===== src/logic/csrc_pkg.sv =====
// constants shared by the clock, sleep and reset control block
// assumes one 50 MHz reference clock and a synchronous high reset
package csrc_pkg;

	// =========================================================
	// timing
	localparam int unsigned REF_CLK_HZ      = 50_000_000;
	localparam int unsigned REF_PERIOD_NS   = 20;
	localparam int unsigned RST_PIN_MIN_NS  = 500;
	localparam int unsigned RST_PIN_MIN_CYC =
		(RST_PIN_MIN_NS + REF_PERIOD_NS - 1) / REF_PERIOD_NS; // round up
	localparam int unsigned INT_RC_HZ       = 1_000_000;
	localparam int unsigned INT_RC_HALF_CYC = REF_CLK_HZ / (2 * INT_RC_HZ);

	// =========================================================
	// clock source fuse code boundaries, 1 = unprogrammed
	localparam logic [3:0] FUSE_XTAL_LO   = 4'hA;
	localparam logic [3:0] FUSE_LFXTAL_LO = 4'h8;
	localparam logic [3:0] FUSE_EXTRC_LO  = 4'h5;
	localparam logic [3:0] FUSE_INTRC_LO  = 4'h2;
	localparam logic [3:0] FUSE_RESET_VAL = 4'hF;

	// =========================================================
	// port layout: four 8-bit ports, jtag pins on the third
	localparam int unsigned PORT_PINS = 32;
	localparam int unsigned PIN_TCK   = 18;
	localparam int unsigned PIN_TMS   = 19;
	localparam int unsigned PIN_TDI   = 21;

	// =========================================================
	// clock sources, one-hot
	typedef enum logic [4:0] {
		CSRC_XTAL   = 5'h01,
		CSRC_LFXTAL = 5'h02,
		CSRC_EXTRC  = 5'h04,
		CSRC_INTRC  = 5'h08,
		CSRC_EXTCLK = 5'h10
	} csrc_src_t;

	// sleep mode codes
	typedef enum logic [2:0] {
		CSRC_IDLE    = 3'h0,
		CSRC_ADC_NR  = 3'h1,
		CSRC_PDOWN   = 3'h2,
		CSRC_PSAVE   = 3'h3,
		CSRC_STANDBY = 3'h6,
		CSRC_EXT_STB = 3'h7
	} csrc_mode_t;

	// sleep controller states, one-hot
	typedef enum logic [1:0] {
		CSRC_ST_RUN   = 2'h1,
		CSRC_ST_SLEEP = 2'h2
	} csrc_state_t;

endpackage


===== src/logic/csrc_rst_filter.sv =====
// reset pin filter: synchronises the pin and qualifies long lows
// assumes the pin is asynchronous to ref_clk
`timescale 1ns/1ps

module csrc_rst_filter #(
	parameter int unsigned MIN_CYC = csrc_pkg::RST_PIN_MIN_CYC
) (
	input  wire logic ref_clk,
	input  wire logic sys_rst,
	input  wire logic rst_pin_n,
	output logic      pin_rst
);

	// refuse widths the 16-bit counter cannot reach
	if (MIN_CYC < 1 || MIN_CYC > 65534) begin : g_bad_min
		$error("csrc_rst_filter: MIN_CYC out of range");
	end

	// =========================================================
	// synchroniser and low counter
	logic        sync1_r, sync2_r;
	logic [15:0] low_cnt_r, low_cnt_nxt;
	logic        rst_r, rst_nxt;

	// count lows, saturating one past the least width
	always_comb begin
		low_cnt_nxt = low_cnt_r;
		rst_nxt     = 1'b0;
		if (sync2_r) begin
			low_cnt_nxt = 16'h0000;
		end else if (low_cnt_r <= 16'(MIN_CYC)) begin
			low_cnt_nxt = low_cnt_r + 16'h0001;
		end
		if (!sync2_r && low_cnt_r >= 16'(MIN_CYC)) begin
			rst_nxt = 1'b1; // held past the least width
		end
	end

	always_ff @(posedge ref_clk) begin
		if (sys_rst) begin
			sync1_r   <= 1'b1;
			sync2_r   <= 1'b1;
			low_cnt_r <= 16'h0000;
			rst_r     <= 1'b0;
		end else begin
			sync1_r   <= rst_pin_n;
			sync2_r   <= sync1_r;
			low_cnt_r <= low_cnt_nxt;
			rst_r     <= rst_nxt;
		end
	end

	assign pin_rst = rst_r;

endmodule


===== src/logic/csrc_top.sv =====
// clock source selection, sleep-mode clock gating and reset pin handling
// assumes static fuse inputs and a ref_clk that always runs
`timescale 1ns/1ps

// Behaviour
// - four fuse bits choose crystal, low-freq crystal, ext RC, internal RC, ext clock
// - internal RC choice clocks the chip from an on-chip 1 MHz oscillator
// - idle stops cpu clock; sram, timers, spi, interrupts keep clocks
// - power-down stops main oscillator and all else; wake on interrupt or reset
// - power-save keeps async timer and its oscillator running
// - adc noise mode stops cpu and io except async timer and adc
// - standby keeps crystal oscillator running, all other logic asleep
// - extended standby keeps main and async timer oscillators running
// - reset pin low beyond 500 ns resets the device, even without clock (here the low is counted on ref_clk, so the clock is needed)
// - reset tri-states all port pins asynchronously
// - with jtag enabled, pull-ups on tdi, tms, tck stay on in reset
module csrc_top #(
	parameter int unsigned RST_MIN_CYC = csrc_pkg::RST_PIN_MIN_CYC,
	parameter int unsigned RC_HALF_CYC = csrc_pkg::INT_RC_HALF_CYC
) (
	input  wire logic        ref_clk,
	input  wire logic        sys_rst,
	input  wire logic        rst_pin_n,
	input  wire logic [3:0]  clock_source_select_fuses,
	input  wire logic        sleep_req,
	input  wire logic [2:0]  sleep_mode,
	input  wire logic        wake_irq,
	input  wire logic        jtag_en,
	input  wire logic [31:0] port_out,
	input  wire logic [31:0] port_dir,
	input  wire logic [31:0] port_pullup_req,
	output logic [31:0]      port_o,
	output logic [31:0]      port_drv_n,
	output logic [31:0]      port_pullup,
	output logic [4:0]       clk_src,
	output logic             osc_amp_en,
	output logic             int_rc_clk,
	output logic             dev_rst,
	output logic             asleep,
	output logic             cpu_clk_en,
	output logic             io_clk_en,
	output logic             adc_clk_en,
	output logic             irq_clk_en,
	output logic             async_tmr_en,
	output logic             main_osc_en,
	output logic             async_osc_en
);

	// refuse timing values the counters cannot hold
	if (RST_MIN_CYC < 1 || RC_HALF_CYC < 1 || RC_HALF_CYC > 255) begin : g_bad_timing
		$error("csrc_top: timing parameter out of range");
	end

	// =========================================================
	// fuse decode
	function automatic csrc_pkg::csrc_src_t decode_src(input logic [3:0] f);
		if (f >= csrc_pkg::FUSE_XTAL_LO) begin
			decode_src = csrc_pkg::CSRC_XTAL;
		end else if (f >= csrc_pkg::FUSE_LFXTAL_LO) begin
			decode_src = csrc_pkg::CSRC_LFXTAL;
		end else if (f >= csrc_pkg::FUSE_EXTRC_LO) begin
			decode_src = csrc_pkg::CSRC_EXTRC;
		end else if (f >= csrc_pkg::FUSE_INTRC_LO) begin
			decode_src = csrc_pkg::CSRC_INTRC;
		end else begin
			decode_src = csrc_pkg::CSRC_EXTCLK;
		end
	endfunction

	// =========================================================
	// reset pin qualification
	logic pin_rst;

	csrc_rst_filter #(
		.MIN_CYC (RST_MIN_CYC)
	) u_rst_filter (
		.ref_clk   (ref_clk),
		.sys_rst   (sys_rst),
		.rst_pin_n (rst_pin_n),
		.pin_rst   (pin_rst)
	);

	logic any_rst;
	assign any_rst = sys_rst | pin_rst;
	assign dev_rst = any_rst;

	// =========================================================
	// clock source register, refreshed from the fuses after reset
	csrc_pkg::csrc_src_t src_r, src_nxt;

	always_comb begin
		src_nxt = decode_src(clock_source_select_fuses);
	end

	always_ff @(posedge ref_clk) begin
		if (sys_rst) begin
			src_r <= csrc_pkg::CSRC_XTAL;
		end else begin
			src_r <= src_nxt;
		end
	end

	assign clk_src = src_r;

	// =========================================================
	// sleep state machine
	csrc_pkg::csrc_state_t st_r, st_nxt;
	logic [2:0]            mode_r, mode_nxt;

	always_comb begin
		st_nxt   = st_r;
		mode_nxt = mode_r;
		unique case (st_r)
			csrc_pkg::CSRC_ST_RUN: begin
				if (sleep_req) begin
					st_nxt   = csrc_pkg::CSRC_ST_SLEEP;
					mode_nxt = sleep_mode;
				end
			end
			csrc_pkg::CSRC_ST_SLEEP: begin
				if (wake_irq) begin
					st_nxt = csrc_pkg::CSRC_ST_RUN;
				end
			end
			default: begin
				st_nxt = csrc_pkg::CSRC_ST_RUN;
			end
		endcase
	end

	// reset wakes; register contents elsewhere are untouched by sleep
	always_ff @(posedge ref_clk) begin
		if (any_rst) begin
			st_r   <= csrc_pkg::CSRC_ST_RUN;
			mode_r <= csrc_pkg::CSRC_IDLE;
		end else begin
			st_r   <= st_nxt;
			mode_r <= mode_nxt;
		end
	end

	// =========================================================
	// domain gating per sleep mode
	logic cpu_nxt, io_nxt, adc_nxt, irq_nxt, atmr_nxt, mosc_nxt, aosc_nxt;
	logic cpu_r, io_r, adc_r, irq_r, atmr_r, mosc_r, aosc_r;

	always_comb begin
		cpu_nxt  = 1'b1;
		io_nxt   = 1'b1;
		adc_nxt  = 1'b1;
		irq_nxt  = 1'b1;
		atmr_nxt = 1'b1;
		mosc_nxt = 1'b1;
		aosc_nxt = 1'b1;
		if (st_nxt == csrc_pkg::CSRC_ST_SLEEP) begin
			cpu_nxt = 1'b0;
			unique case (mode_nxt)
				csrc_pkg::CSRC_IDLE: begin
					cpu_nxt = 1'b0; // others keep running
				end
				csrc_pkg::CSRC_ADC_NR: begin
					io_nxt  = 1'b0; // cpu and io stop; adc, irq, async timer and both oscillators kept
				end
				csrc_pkg::CSRC_PDOWN: begin
					io_nxt   = 1'b0; // everything frozen
					adc_nxt  = 1'b0;
					irq_nxt  = 1'b0;
					atmr_nxt = 1'b0;
					mosc_nxt = 1'b0;
					aosc_nxt = 1'b0;
				end
				csrc_pkg::CSRC_PSAVE: begin
					io_nxt   = 1'b0; // async timebase kept
					adc_nxt  = 1'b0;
					irq_nxt  = 1'b0;
					mosc_nxt = 1'b0;
				end
				csrc_pkg::CSRC_STANDBY: begin
					io_nxt   = 1'b0; // crystal kept for fast start
					adc_nxt  = 1'b0;
					irq_nxt  = 1'b0;
					atmr_nxt = 1'b0;
					aosc_nxt = 1'b0;
				end
				csrc_pkg::CSRC_EXT_STB: begin
					io_nxt   = 1'b0; // both oscillators kept
					adc_nxt  = 1'b0;
					irq_nxt  = 1'b0;
				end
				default: begin
					cpu_nxt = 1'b0; // unused code acts as idle
				end
			endcase
		end
	end

	always_ff @(posedge ref_clk) begin
		if (any_rst) begin
			cpu_r  <= 1'b1;
			io_r   <= 1'b1;
			adc_r  <= 1'b1;
			irq_r  <= 1'b1;
			atmr_r <= 1'b1;
			mosc_r <= 1'b1;
			aosc_r <= 1'b1;
		end else begin
			cpu_r  <= cpu_nxt;
			io_r   <= io_nxt;
			adc_r  <= adc_nxt;
			irq_r  <= irq_nxt;
			atmr_r <= atmr_nxt;
			mosc_r <= mosc_nxt;
			aosc_r <= aosc_nxt;
		end
	end

	assign asleep       = (st_r == csrc_pkg::CSRC_ST_SLEEP);
	assign cpu_clk_en   = cpu_r;
	assign io_clk_en    = io_r;
	assign adc_clk_en   = adc_r;
	assign irq_clk_en   = irq_r;
	assign async_tmr_en = atmr_r;
	assign main_osc_en  = mosc_r;
	assign async_osc_en = aosc_r;

	// amplifier only for crystal and resonator sources
	assign osc_amp_en = mosc_r &
		((src_r == csrc_pkg::CSRC_XTAL) | (src_r == csrc_pkg::CSRC_LFXTAL));

	// =========================================================
	// internal rc oscillator, divided from the reference
	logic [7:0] rc_cnt_r, rc_cnt_nxt;
	logic       rc_clk_r, rc_clk_nxt;
	logic       rc_run;
	assign rc_run = mosc_r & (src_r == csrc_pkg::CSRC_INTRC);

	always_comb begin
		rc_cnt_nxt = rc_cnt_r;
		rc_clk_nxt = rc_clk_r;
		if (!rc_run) begin
			rc_cnt_nxt = 8'h00;
			rc_clk_nxt = 1'b0;
		end else if (rc_cnt_r == 8'(RC_HALF_CYC - 1)) begin
			rc_cnt_nxt = 8'h00;
			rc_clk_nxt = ~rc_clk_r; // 1 MHz square wave
		end else begin
			rc_cnt_nxt = rc_cnt_r + 8'h01;
		end
	end

	always_ff @(posedge ref_clk) begin
		if (sys_rst) begin
			rc_cnt_r <= 8'h00;
			rc_clk_r <= 1'b0;
		end else begin
			rc_cnt_r <= rc_cnt_nxt;
			rc_clk_r <= rc_clk_nxt;
		end
	end

	assign int_rc_clk = rc_clk_r;

	// =========================================================
	// port pins: data registered, enables forced off in reset
	logic [31:0] port_o_r, port_o_nxt;
	logic        pins_off;

	// raw pin low tri-states at once, no clock needed
	assign pins_off = ~rst_pin_n | any_rst;

	always_comb begin
		port_o_nxt = port_out;
	end

	always_ff @(posedge ref_clk) begin
		if (any_rst) begin
			port_o_r <= 32'h0000_0000;
		end else begin
			port_o_r <= port_o_nxt;
		end
	end

	assign port_o = port_o_r;

	for (genvar gi = 0; gi < 32; gi++) begin : g_pin
		localparam bit IS_JTAG = (gi == csrc_pkg::PIN_TCK) ||
			(gi == csrc_pkg::PIN_TMS) || (gi == csrc_pkg::PIN_TDI);
		// low enable means driven
		assign port_drv_n[gi] = ~port_dir[gi] | pins_off;
		if (IS_JTAG) begin : g_jtag
			assign port_pullup[gi] = jtag_en |
				(port_pullup_req[gi] & ~port_dir[gi] & ~pins_off);
		end else begin : g_plain
			assign port_pullup[gi] = port_pullup_req[gi] & ~port_dir[gi] & ~pins_off;
		end
	end

endmodule


===== config.mk =====
export PLATFORM = sky130hd
export DESIGN_NAME = csrc_top
export DESIGN_NICKNAME = d
export VERILOG_FILES = /design/src/logic/csrc_pkg.sv /design/src/logic/csrc_rst_filter.sv /design/src/logic/csrc_top.sv
export SDC_FILE = /design/constraint.sdc
export NUM_CORES = 1
export LEC_CHECK = 0
export ABC_CLOCK_PERIOD_IN_PS = 1700
export BUFFER_PORTS_ARGS = -buffer_cell sky130_fd_sc_hd__buf_2
export CORE_MARGIN = 1.5
export CORE_UTILIZATION = 41
export CTS_BUF_LIST = sky130_fd_sc_hd__clkbuf_8
export DETAILED_ROUTE_END_ITERATION = 8
export PLACE_DENSITY = 0.82
export SYNTH_ARGS = -nofsm -noshare
export SYNTH_HDL_FRONTEND = slang
export SYNTH_SLANG_ARGS = --single-unit

===== constraint.sdc =====
create_clock -name ref_clk -period 1.7 [get_ports ref_clk]
set_input_delay 0.085 -clock ref_clk [delete_from_list [all_inputs] [get_ports ref_clk]]
set_output_delay 0.085 -clock ref_clk [all_outputs]
set_load 0.05 [all_outputs]

Yosys cells after proc, flatten, opt, wreduce, memory -nomap -nowiden

Cells that the tools add are included.

Bits in registers: 75
Input bits: 109
Output and inout bits: 112
Logic and storage cells: 205

$add $sub $neg: 2
Order comparisons: 6
Eq/ne operators: 12
Mux-type cells: 14
Bitwise gates (word level): 141
Reductions and logical operators: 13

Operators by type and width:

| kind                                                                    | number |
|---|---|
| 1-bit AND                                                               | 66 |
| 1-bit bitwise OR                                                        | 38 |
| 1-bit inverter                                                          | 37 |
| 16-bit by 1-bit adder with 16-bit output (second input constant)        | 1 |
| 16-bit by 5-bit >= comparator with 1-bit output (second input constant) | 1 |
| 16-bit by 5-bit <= comparator with 1-bit output (second input constant) | 1 |
| 2-bit OR reduction                                                      | 6 |
| 3-bit two-way mux                                                       | 3 |
| 8-bit by 1-bit adder with 8-bit output (second input constant)          | 1 |
| 8-bit by 5-bit equality test with 1-bit output (second input constant)  | 1 |
| 4-bit >= comparator (second input constant)                             | 2 |
| 4-bit OR reduction                                                      | 2 |
| 3-bit by 2-bit equality test with 1-bit output (second input constant)  | 2 |
| 3-bit equality test (second input constant)                             | 2 |
| 1-bit two-way mux                                                       | 6 |
| 2-bit two-way mux                                                       | 3 |
| 3-bit OR reduction                                                      | 2 |
| 5-bit by 1-bit equality test with 1-bit output (second input constant)  | 1 |
| 5-bit by 2-bit equality test with 1-bit output (second input constant)  | 1 |
| 5-bit by 4-bit equality test with 1-bit output (second input constant)  | 1 |
| 5-bit two-way mux                                                       | 1 |
| 5-bit OR reduction                                                      | 1 |
| 2-bit equality test (second input constant)                             | 2 |
| 4-bit by 2-bit >= comparator with 1-bit output (second input constant)  | 1 |
| other kinds (6)                                                         | 6 |

Depth between registers and ports, before layout

Gate-level depths: netlist of run 1.

Word-level depth: 5
Gate-level depth with buffers: 7
Depth with buffers taken out: 6

By module

A second synthesis of run 1 with hierarchy kept.

Cell total of the unflattened synthesis: 314
Area, all modules: 3014.1 um^2

By module, submodules not included:

| module          | times used | cells each | area an instance (um^2) | seq. area each (um^2) |
|---|---|---|---|---|
| csrc_top        | 1          | 249        | 2289.7                  | 1121.1 |
| csrc_rst_filter | 1          | 65         | 724.4                   | 380.4 |

Least setup slack after synthesis of run 1

OpenSTA, ideal clock, no wires.

Path kind: reg-to-output
Start point: register u_rst_filter.rst_r (netlist: u_rst_filter.pin_rst)
End point: output port port_pullup[10]
Data arrival time: 2.195 ns
Data required time: 1.615 ns
Path slack: -0.580 ns
Cell stages (with the launch flop): 6
Buffers on the path: 2
Cells stage by stage: dfxtp_1 > nor2_1 > nand2_1 > buf_2 > buf_1 > nor3b_1

Word-level cells in the longest chain between the ends: 4

RTL lines:

| item                   | line                  | source |
|---|---|---|
| from (decl)            | csrc_rst_filter.sv:23 | `logic rst_r, rst_nxt;` |
| from (signal assigned) | csrc_rst_filter.sv:49 | `rst_r <= rst_nxt;` |
| 1-bit bitwise OR       | csrc_top.sv:84        | `assign any_rst = sys_rst \| pin_rst;` |
| 1-bit bitwise OR       | csrc_top.sv:269       | `assign pins_off = ~rst_pin_n \| any_rst;` |
| 1-bit inverter         | csrc_top.sv:294       | `assign port_pullup[gi] = port_pullup_req[gi] & ~port_dir[gi] & ~pins_off;` |
| 1-bit AND              | csrc_top.sv:294       |  |
| to (decl)              | csrc_top.sv:34        | `output logic [31:0] port_pullup,` |

No other way between the ends.

Worst setup path after layout of run 1

Start point: register u_rst_filter.rst_r (netlist: u_rst_filter.pin_rst)
End point: output port port_pullup[31]

The elaborated chain is that of the path after synthesis.

==> results.py, run 1 <==
metrics = {
    "pwr": {
        "ir_drop_uv": 399,
        "powerDensity_nw_per_um2": 859,
        "leakagePower_uw": 0.00246,
        "p_total_uw": 4570,
    },
    "routing": {
        "vias_per_cell": 4.77,
        "drt_drc_violations_left": 0,
        "vias": 3230,
        "drt_wl_total_mm": 10.9,
        "wl_per_cell_um": 16.1,
        "postRouteAntennaNets": 0,
        "dr.pass1.iters": 4,
        "drt_iter0_drc": 84,
    },
    "logic_synthesis": {
        "syn_avg_cell_area_sq_um": 9.54,
        "synth_seq_cells": 75,
        "ys_async_sr_fraction_pct": 0,
        "netlist_area_sq_um": 2970,
        "synth_top_area_share_pct": 50.6,
        "synth_flop_cell": "dfxtp_1",
        "yosysUniqueCellTypes": 41,
        "ys_warn_count": 0,
        "syn_nets": 427,
        "synthCells": 311,
        "synth_top_area_cell": "dfxtp_1",
        "seq_area_frac_synth_pct": 50.6,
        "synth_edf_count": 0,
        "synthTopCellsByArea": "dfxtp_1 (51%), and2_1 (9.3%), nor3b_1 (7.3%), nand2_1 (4.9%), ha_1 (3.0%)",
    },
    "global_route": {
        "grtUsageTotal_pct": 25.5,
        "grt_first_pass_wirelength_mm": 14.8,
        "antenna_found_initial": 1,
        "grt_max_degree": 34,
        "grt_overflow_total": 0,
        "grt_pass1_vias": 3090,
    },
    "worst_setup_path": {
        "path_max_fanout": 14,
        "worstSetupPathType": "register to output pin",
        "worstReg2RegStart": "st_r[1]$_SDFF_PP0_",
        "cp-startpoint": "u_rst_filter.pin_rst$_SDFF_PP0_",
        "setup.worst_path.end": "port_pullup[31]",
        "r2r_cells": 7,
        "worstPathRequired_ns": 1.62,
        "worstSetupEndpointType": "output pin",
        "r2r_end": "async_osc_en$_SDFF_PP1_",
        "start_kind": "register",
        "cp.arrival_ns": 1.62,
        "r2r_setup_slack_ns": 0.04,
    },
    "timing": {
        "final.setup_skew_ns": 0.00910,
        "setup_slack_ns": -0.00754,
        "slew_headroom_pct": 79.8,
        "timing.final.crit_share_pct": 100,
        "setup_viol": 1,
        "hold_viol_final": 0,
        "worst_pin_slew_ns": 0.300,
        "fmax_mhz": 586,
        "finalHoldWorstSlack_ns": 0.0184,
        "grt_setup_unrepaired": "true",
        "fin_crit_ns": 1.71,
        "slew_viol_final": 0,
    },
    "floorplanning": {
        "dieWidth_um": 88.1,
        "dieHeight_um": 88.1,
        "rows": 30,
        "core_sq_um": 6910,
        "io-pin-count": 221,
        "start_util_pct": 43.0,
        "die-area_sq_um": 7750,
    },
    "status": {
        "violations": "negative setup slack",
        "status": "complete, but fails checks",
    },
    "cts": {
        "clockRootBuffer": "clkbuf_8",
        "cts_made_buffers": 9,
        "clk_pin_slew_worst_paths_ns": 0.08,
        "htree_num_levels": 3,
        "cts_buffer_depth": 2,
        "cts_tree": "built",
        "clk_latency_ns": 0.34,
        "cts_num_sinks": 75,
    },
    "place": {
        "portBuffers": 220,
        "placedCellCount": 618,
        "dpl.hpwl_mm": 7.37,
        "gp_congestion": 0.855,
    },
    "job": {
        "maxCapViolCount": 0,
    },
    "cells_and_area": {
        "syn_to_final_growth_pct": 79.6,
        "fin_nets": 691,
        "fillers": 506,
        "multi_input_area_sq_um": 1600,
        "finish.utilization_pct": 77.1,
        "final_cells": 677,
        "regArea_sq_um": 1510,
        "drive_gt1_share_pct": 51.9,
    },
    "min_path": {
        "hp-class": "input port to register",
        "min_from": "sleep_mode[2]",
    },
}
[registers in the layout (all words and copies together), names as in the netlist]
| register | cells |
|---|---|
| port_o | 32 |
| u_rst_filter.low_cnt_r | 16 |
| rc_cnt_r | 8 |
| clk_src | 5 |
| mode_r | 3 |
| st_r | 2 |
| async_osc_en | 1 |
| cpu_clk_en | 1 |
| int_rc_clk | 1 |
| io_clk_en | 1 |
| irq_clk_en | 1 |
| main_osc_en | 1 |
| u_rst_filter.pin_rst | 1 |
| u_rst_filter.sync1_r | 1 |
| u_rst_filter.sync2_r | 1 |
[what timing repair did]
item,CTS,global route
resized for setup,24,69
hold buffers,38,0
pin swaps,1,11
setup endpoints to repair,62,44
hold endpoints to repair,38,0
setup buffers,1,0
cloned,0,3
[per-layer routing]
layer / up-vias / track usage, % / share of wire, %
li1: 1545 / - / -
met1: 1524 / 25.6 / 35
met2: 133 / 49.3 / 57
met3: 28 / 5.47 / 4.9
met4: 0 / 12.1 / 3.1
met5: - / 0 / 0
[logic make-up (layout without fill, tap and decap cells)]
kind of cell	Yosys count	in the layout	share of synthesized area (%)
AND/OR/NAND/NOR	168	168	32.9
flip-flops	75	75	50.6
buffers and inverters	31	300	4.64
AO/OA/AOI/OAI	17	17	4.85
XOR/XNOR	9	9	2.66
adder cells (fa/ha/maj)	7	7	2.95
multiplexers	4	4	1.35
other	0	1	0
[stage by stage]
stage / cell area [sq um] / TNS [ns] / worst slack, ns
floorplan: 3120 / -4.64 / -0.412
detailed placement: 4370 / 0 / 0.0591
finish: 5330 / -0.00754 / -0.00754
global route: 5330 / -1.63 / -0.0789
CTS: 5020 / 0 / 0.0000191
global placement: 4370 / 0 / 0.121
[cell usage after synthesis (2+ instances only)]
master	instances
nand2b_1	2
or2_2	4
o21ai_0	4
nor4_1	2
dfxtp_1	75
or3_1	3
buf_2	5
nor2_1	21
nand2_1	39
xnor2_1	5
buf_4	2
a31o_2	3
clkbuf_1	7
inv_1	15
mux2i_1	4
nor4b_1	3
nor4_4	2
xor2_1	4
nor3b_1	29
and2_1	44
a21oi_1	2
nor3_1	5
nand3_1	7
ha_1	7
[area by class of cell]
| class | instances | area share, % |
|---|---|---|
| antenna | 1 | 0.0470 |
| clock buffer | 9 | 2.33 |
| clock inverter | 7 | 1.43 |
| inverter | 15 | 1.06 |
| multi-input combinational | 205 | 30.0 |
| sequential | 75 | 28.3 |
| tap | 96 | 2.25 |
| timing repair buffer | 269 | 34.6 |
[worst max-delay path, stage by stage (launching register included)]
cell and delay [ns]:
dfxtp_2 0.35, nor2_4 0.19, nand2_4 0.09, clkbuf_16 0.21, nor3b_2 0.25, buf_6 0.19
[power by group]
group | internal, uW | switching, uW
registers | 1860 | 46.7
clock network | 685 | 678
logic | 489 | 821
[placed cells by master, fill, tap and decap left out, types with 3 or more instances in the layout]
cell type      Yosys  routed
buf_2              5     187
dfxtp_1           75      72
and2_1            44      42
dlygate4sd3_1      0      38
nand2_1           39      37
buf_6              1      25
nor2_1            21      20
inv_1             15      15
nor3b_4            0      14
nor3b_2            0      13
buf_4              2      11
clkbuf_8           0       9
nand3_1            7       7
ha_1               7       7
xnor2_1            5       5
o21ai_0            4       4
xor2_1             4       4
buf_12             0       4
a31o_2             3       3
or3_1              3       3
or2_2              4       3
mux2i_1            4       3
nor3_2             0       3
nor4b_1            3       3
clkbuf_16          0       3
dfxtp_2            0       3
[how the worst min path moves through the flow]
stage                                         to  slack, ns  depth (start not counted)
after floorplan            clk_src[4]$_SDFF_PP0_       0.16                          1
after CTS                 main_osc_en$_SDFF_PP1_      0.003                          3
after detailed placement   port_o[15]$_SDFF_PP0_       0.29                          2
final                     main_osc_en$_SDFF_PP1_       0.02                          3
after global placement     port_o[28]$_SDFF_PP0_       0.28                          2
after global routing      main_osc_en$_SDFF_PP1_      0.007                          3
Note: power is estimated with default switching activity, not from simulation.
==> run 2, diff against run 1 <==
Settings changed: ABC_AREA set to 1, CORE_UTILIZATION 41 to 42, PLACE_DENSITY 0.82 to 0.85.
==> results.py, run 2 <==
metrics = {
    "cells_and_area": {
        "drive_gt1_share_pct": 38.4,
        "postLayoutCellArea_sq_um": 5080,
        "largest_reg_flops": 32,
        "final_common_cell": "buf_2",
        "multi_input_area_sq_um": 1270,
        "regArea_sq_um": 1500,
        "fin_nets": 804,
        "finish.utilization_pct": 70.1,
        "final_cells": 793,
        "layout_common_cells": "buf_2 (183), nor2_1 (101), nand2_1 (95)",
        "fillers": 557,
        "syn_to_final_growth_pct": 61.3,
    },
    "global_route": {
        "grtUsageTotal_pct": 26.0,
        "grt_overflow_total": 0,
        "grt_pass1_vias": 3405,
        "antenna_found_initial": 1,
        "grt_first_pass_wirelength_mm": 15.5,
        "grt_max_degree": 26,
    },
    "logic_synthesis": {
        "netlist_area_sq_um": 3150,
        "synthTopCellsByArea": "dfxtp_1 (48%), nor2_1 (12%), nand2_1 (11%), inv_1 (8.7%), ha_1 (2.8%)",
        "seq_area_frac_synth_pct": 47.7,
        "synth_fa_ha_area_share_pct": 2.78,
        "ys_warn_count": 0,
        "ys_async_sr_fraction_pct": 0,
        "synth_top_area_cell": "dfxtp_1",
        "synthMuxAreaShare_pct": 0.318,
        "synth_top_family_by_area": "simple AND/OR/NAND/NOR gates",
        "synthXorXnorAreaFrac_pct": 0.834,
        "synth_flop_cell": "dfxtp_1",
        "syn_nets": 544,
        "yosys.area_share.simple_pct": 32.9,
        "yosysUniqueCellTypes": 37,
        "synth_compound_area_share_pct": 3.22,
        "syn_avg_cell_area_sq_um": 7.36,
        "synth_top_area_share_pct": 47.7,
        "synth_seq_cells": 75,
        "synthTopCellsByCount": "nor2_1 (101), nand2_1 (95), dfxtp_1 (75)",
        "synth_edf_count": 0,
        "synthCells": 428,
        "yosysMostFrequentCell": "nor2_1",
    },
    "timing": {
        "timing.final.crit_share_pct": 96.4,
        "slew_headroom_pct": 69.8,
        "hold_viol_final": 0,
        "fmax_mhz": 610,
        "setup_viol": 0,
        "setup_slack_ns": 0.0611,
        "final.setup_skew_ns": 0.0136,
        "grt_setup_unrepaired": "false",
        "fin_crit_ns": 1.64,
        "worst_pin_slew_ns": 0.453,
        "finalHoldWorstSlack_ns": 0.0113,
        "slew_viol_final": 0,
    },
    "worst_setup_path": {
        "cpMaxStageDelayCell": "dfxtp_1",
        "crit_chain": "nor2_4 > nand2_4 > inv_6 > buf_12 > nand2_1 > nor2_1 > buf_4",
        "worstPathRequired_ns": 1.62,
        "cp.arrival_ns": 1.55,
        "start_kind": "register",
        "slowest_delay_ns": 0.33,
        "path_max_fanout": 25,
        "cp-startpoint": "u_rst_filter.pin_rst$_SDFF_PP0_",
        "worstSetupPathType": "register to output pin",
        "worstSetupEndpointType": "output pin",
        "worstReg2RegStart": "st_r[1]$_SDFF_PP0_",
    },
    "floorplanning": {
        "io-pin-count": 221,
        "dieHeight_um": 89.6,
        "rows": 31,
        "core_sq_um": 7250,
        "dieWidth_um": 89.6,
        "die-area_sq_um": 8030,
        "start_util_pct": 43.4,
    },
    "pwr": {
        "powerDensity_nw_per_um2": 927,
        "p_switching_uw": 1610,
        "p_seq_share_pct": 40.4,
        "clkPwrFrac_pct": 33.3,
        "p_int_uw": 3110,
        "leakagePower_uw": 0.00264,
        "power_frac_comb_pct": 26.3,
        "ir_drop_uv": 453,
        "sw_frac_of_total_pct": 34.1,
    },
    "place": {
        "place_area_sq_um": 4320,
        "portBuffers": 220,
        "gp_congestion": 0.824,
        "placedCellCount": 737,
        "dpl.hpwl_mm": 7.59,
        "pre_cts_ws_ns": 0.245,
    },
    "routing": {
        "dr.pass1.iters": 4,
        "vias": 3672,
        "wl_per_cell_um": 13.7,
        "drt_drc_violations_left": 0,
        "vias_per_cell": 4.63,
        "drt_iter0_drc": 74,
        "drt_wl_total_mm": 10.9,
        "postRouteAntennaNets": 0,
    },
    "cts": {
        "cts_made_buffers": 9,
        "clk_pin_slew_worst_paths_ns": 0.08,
        "clockRootBuffer": "clkbuf_8",
        "cts_tree": "built",
        "clk_latency_ns": 0.35,
        "cts_num_sinks": 75,
        "cts_buffer_depth": 2,
        "htree_num_levels": 3,
    },
    "min_path": {
        "min_from": "clock_source_select_fuses[3]",
        "hp-class": "input port to register",
    },
    "job": {
        "maxCapViolCount": 0,
    },
    "status": {
        "status": "completed",
    },
}
==> run 2: cell types whose count changed after synthesis, sizes merged, moves of 4 or more <==
cell / previous run / this run
a21oi: 2 / 6
and2: 45 / 0
buf: 9 / 13
clkbuf: 7 / 0
inv: 15 / 77
nand2: 39 / 100
nand4: 1 / 7
nor2: 21 / 104
nor3b: 29 / 1
xnor2: 5 / 1
==> run 2: power by group through the flow <==
| stage | combinational, uW | clock, uW | sequential (uW) |
|---|---|---|---|
| finish | 1240 | 1570 | 1900 |
| global route | 1330 | 1670 | 1920 |
| CTS | 1230 | 1590 | 1900 |
| detailed placement | 1120 | 0 | 1940 |
| global placement | 1100 | 0 | 1940 |
| floorplan | 564 | 0 | 2170 |
==> run 2: final timing paths <==
path | to | slack (ns) | cells after the start
worst max-delay path | port_pullup[11] | 0.06 | 7
worst min-delay path | clk_src[1]$_SDFF_PP0_ | 0.01 | 3
worst max register to register | io_clk_en$_SDFF_PP1_ | 0.27 | 8
worst min register to register | u_rst_filter.sync2_r$_SDFF_PP1_ | 0.42 | 1
==> run 2: kinds of logic after synthesis <==
family / count (synthesis)
and+or+nand+nor: 235
buffers and inverters: 90
DFF: 75
AOI/OAI and AO/OA: 17
adders and majority gates: 7
xor gates and xnor gates: 3
muxes: 1
==> run 2: what timing repair did <==
action,4_1_cts,5_1_grt
resized for setup,33,14
pin swaps,1,0
cloned,1,0
setup buffers,3,0
endpoints found under the setup margin,18,37
hold endpoints to repair,34,0
hold buffers,35,0
==> run 2: critical path: cells and delay by family (launching register included) <==
family	cells	cell delay [ns]
flops	1	0.33
simple gates	4	0.41
buf+inv	3	0.47
==> run 2: area by class of cell <==
type	instances	share of cell area, %
multi-input combinational	263	25.0
antenna	1	0.0492
clock buffer	9	2.44
sequential	75	29.5
timing repair buffer	262	32.6
clock inverter	7	2.14
inverter	77	5.79
tap	99	2.44
==> run 2: metrics by stage <==
stage	setup TNS (ns)	total power, uW
after global placement	0	3040
final	0	4710
after floorplan	-0.386	2730
after detailed placement	0	3070
after CTS	0	4710
after global routing	0	4920
==> run 2: layer usage <==
metal | share of wire, % | vias up | track usage (%)
met5 | 0 | - | 0.649
met4 | 4.3 | 0 | 14.3
met3 | 5.0 | 34 | 3.93
met2 | 55 | 173 | 49.5
met1 | 35 | 1674 | 26.9
li1 | - | 1791 | -
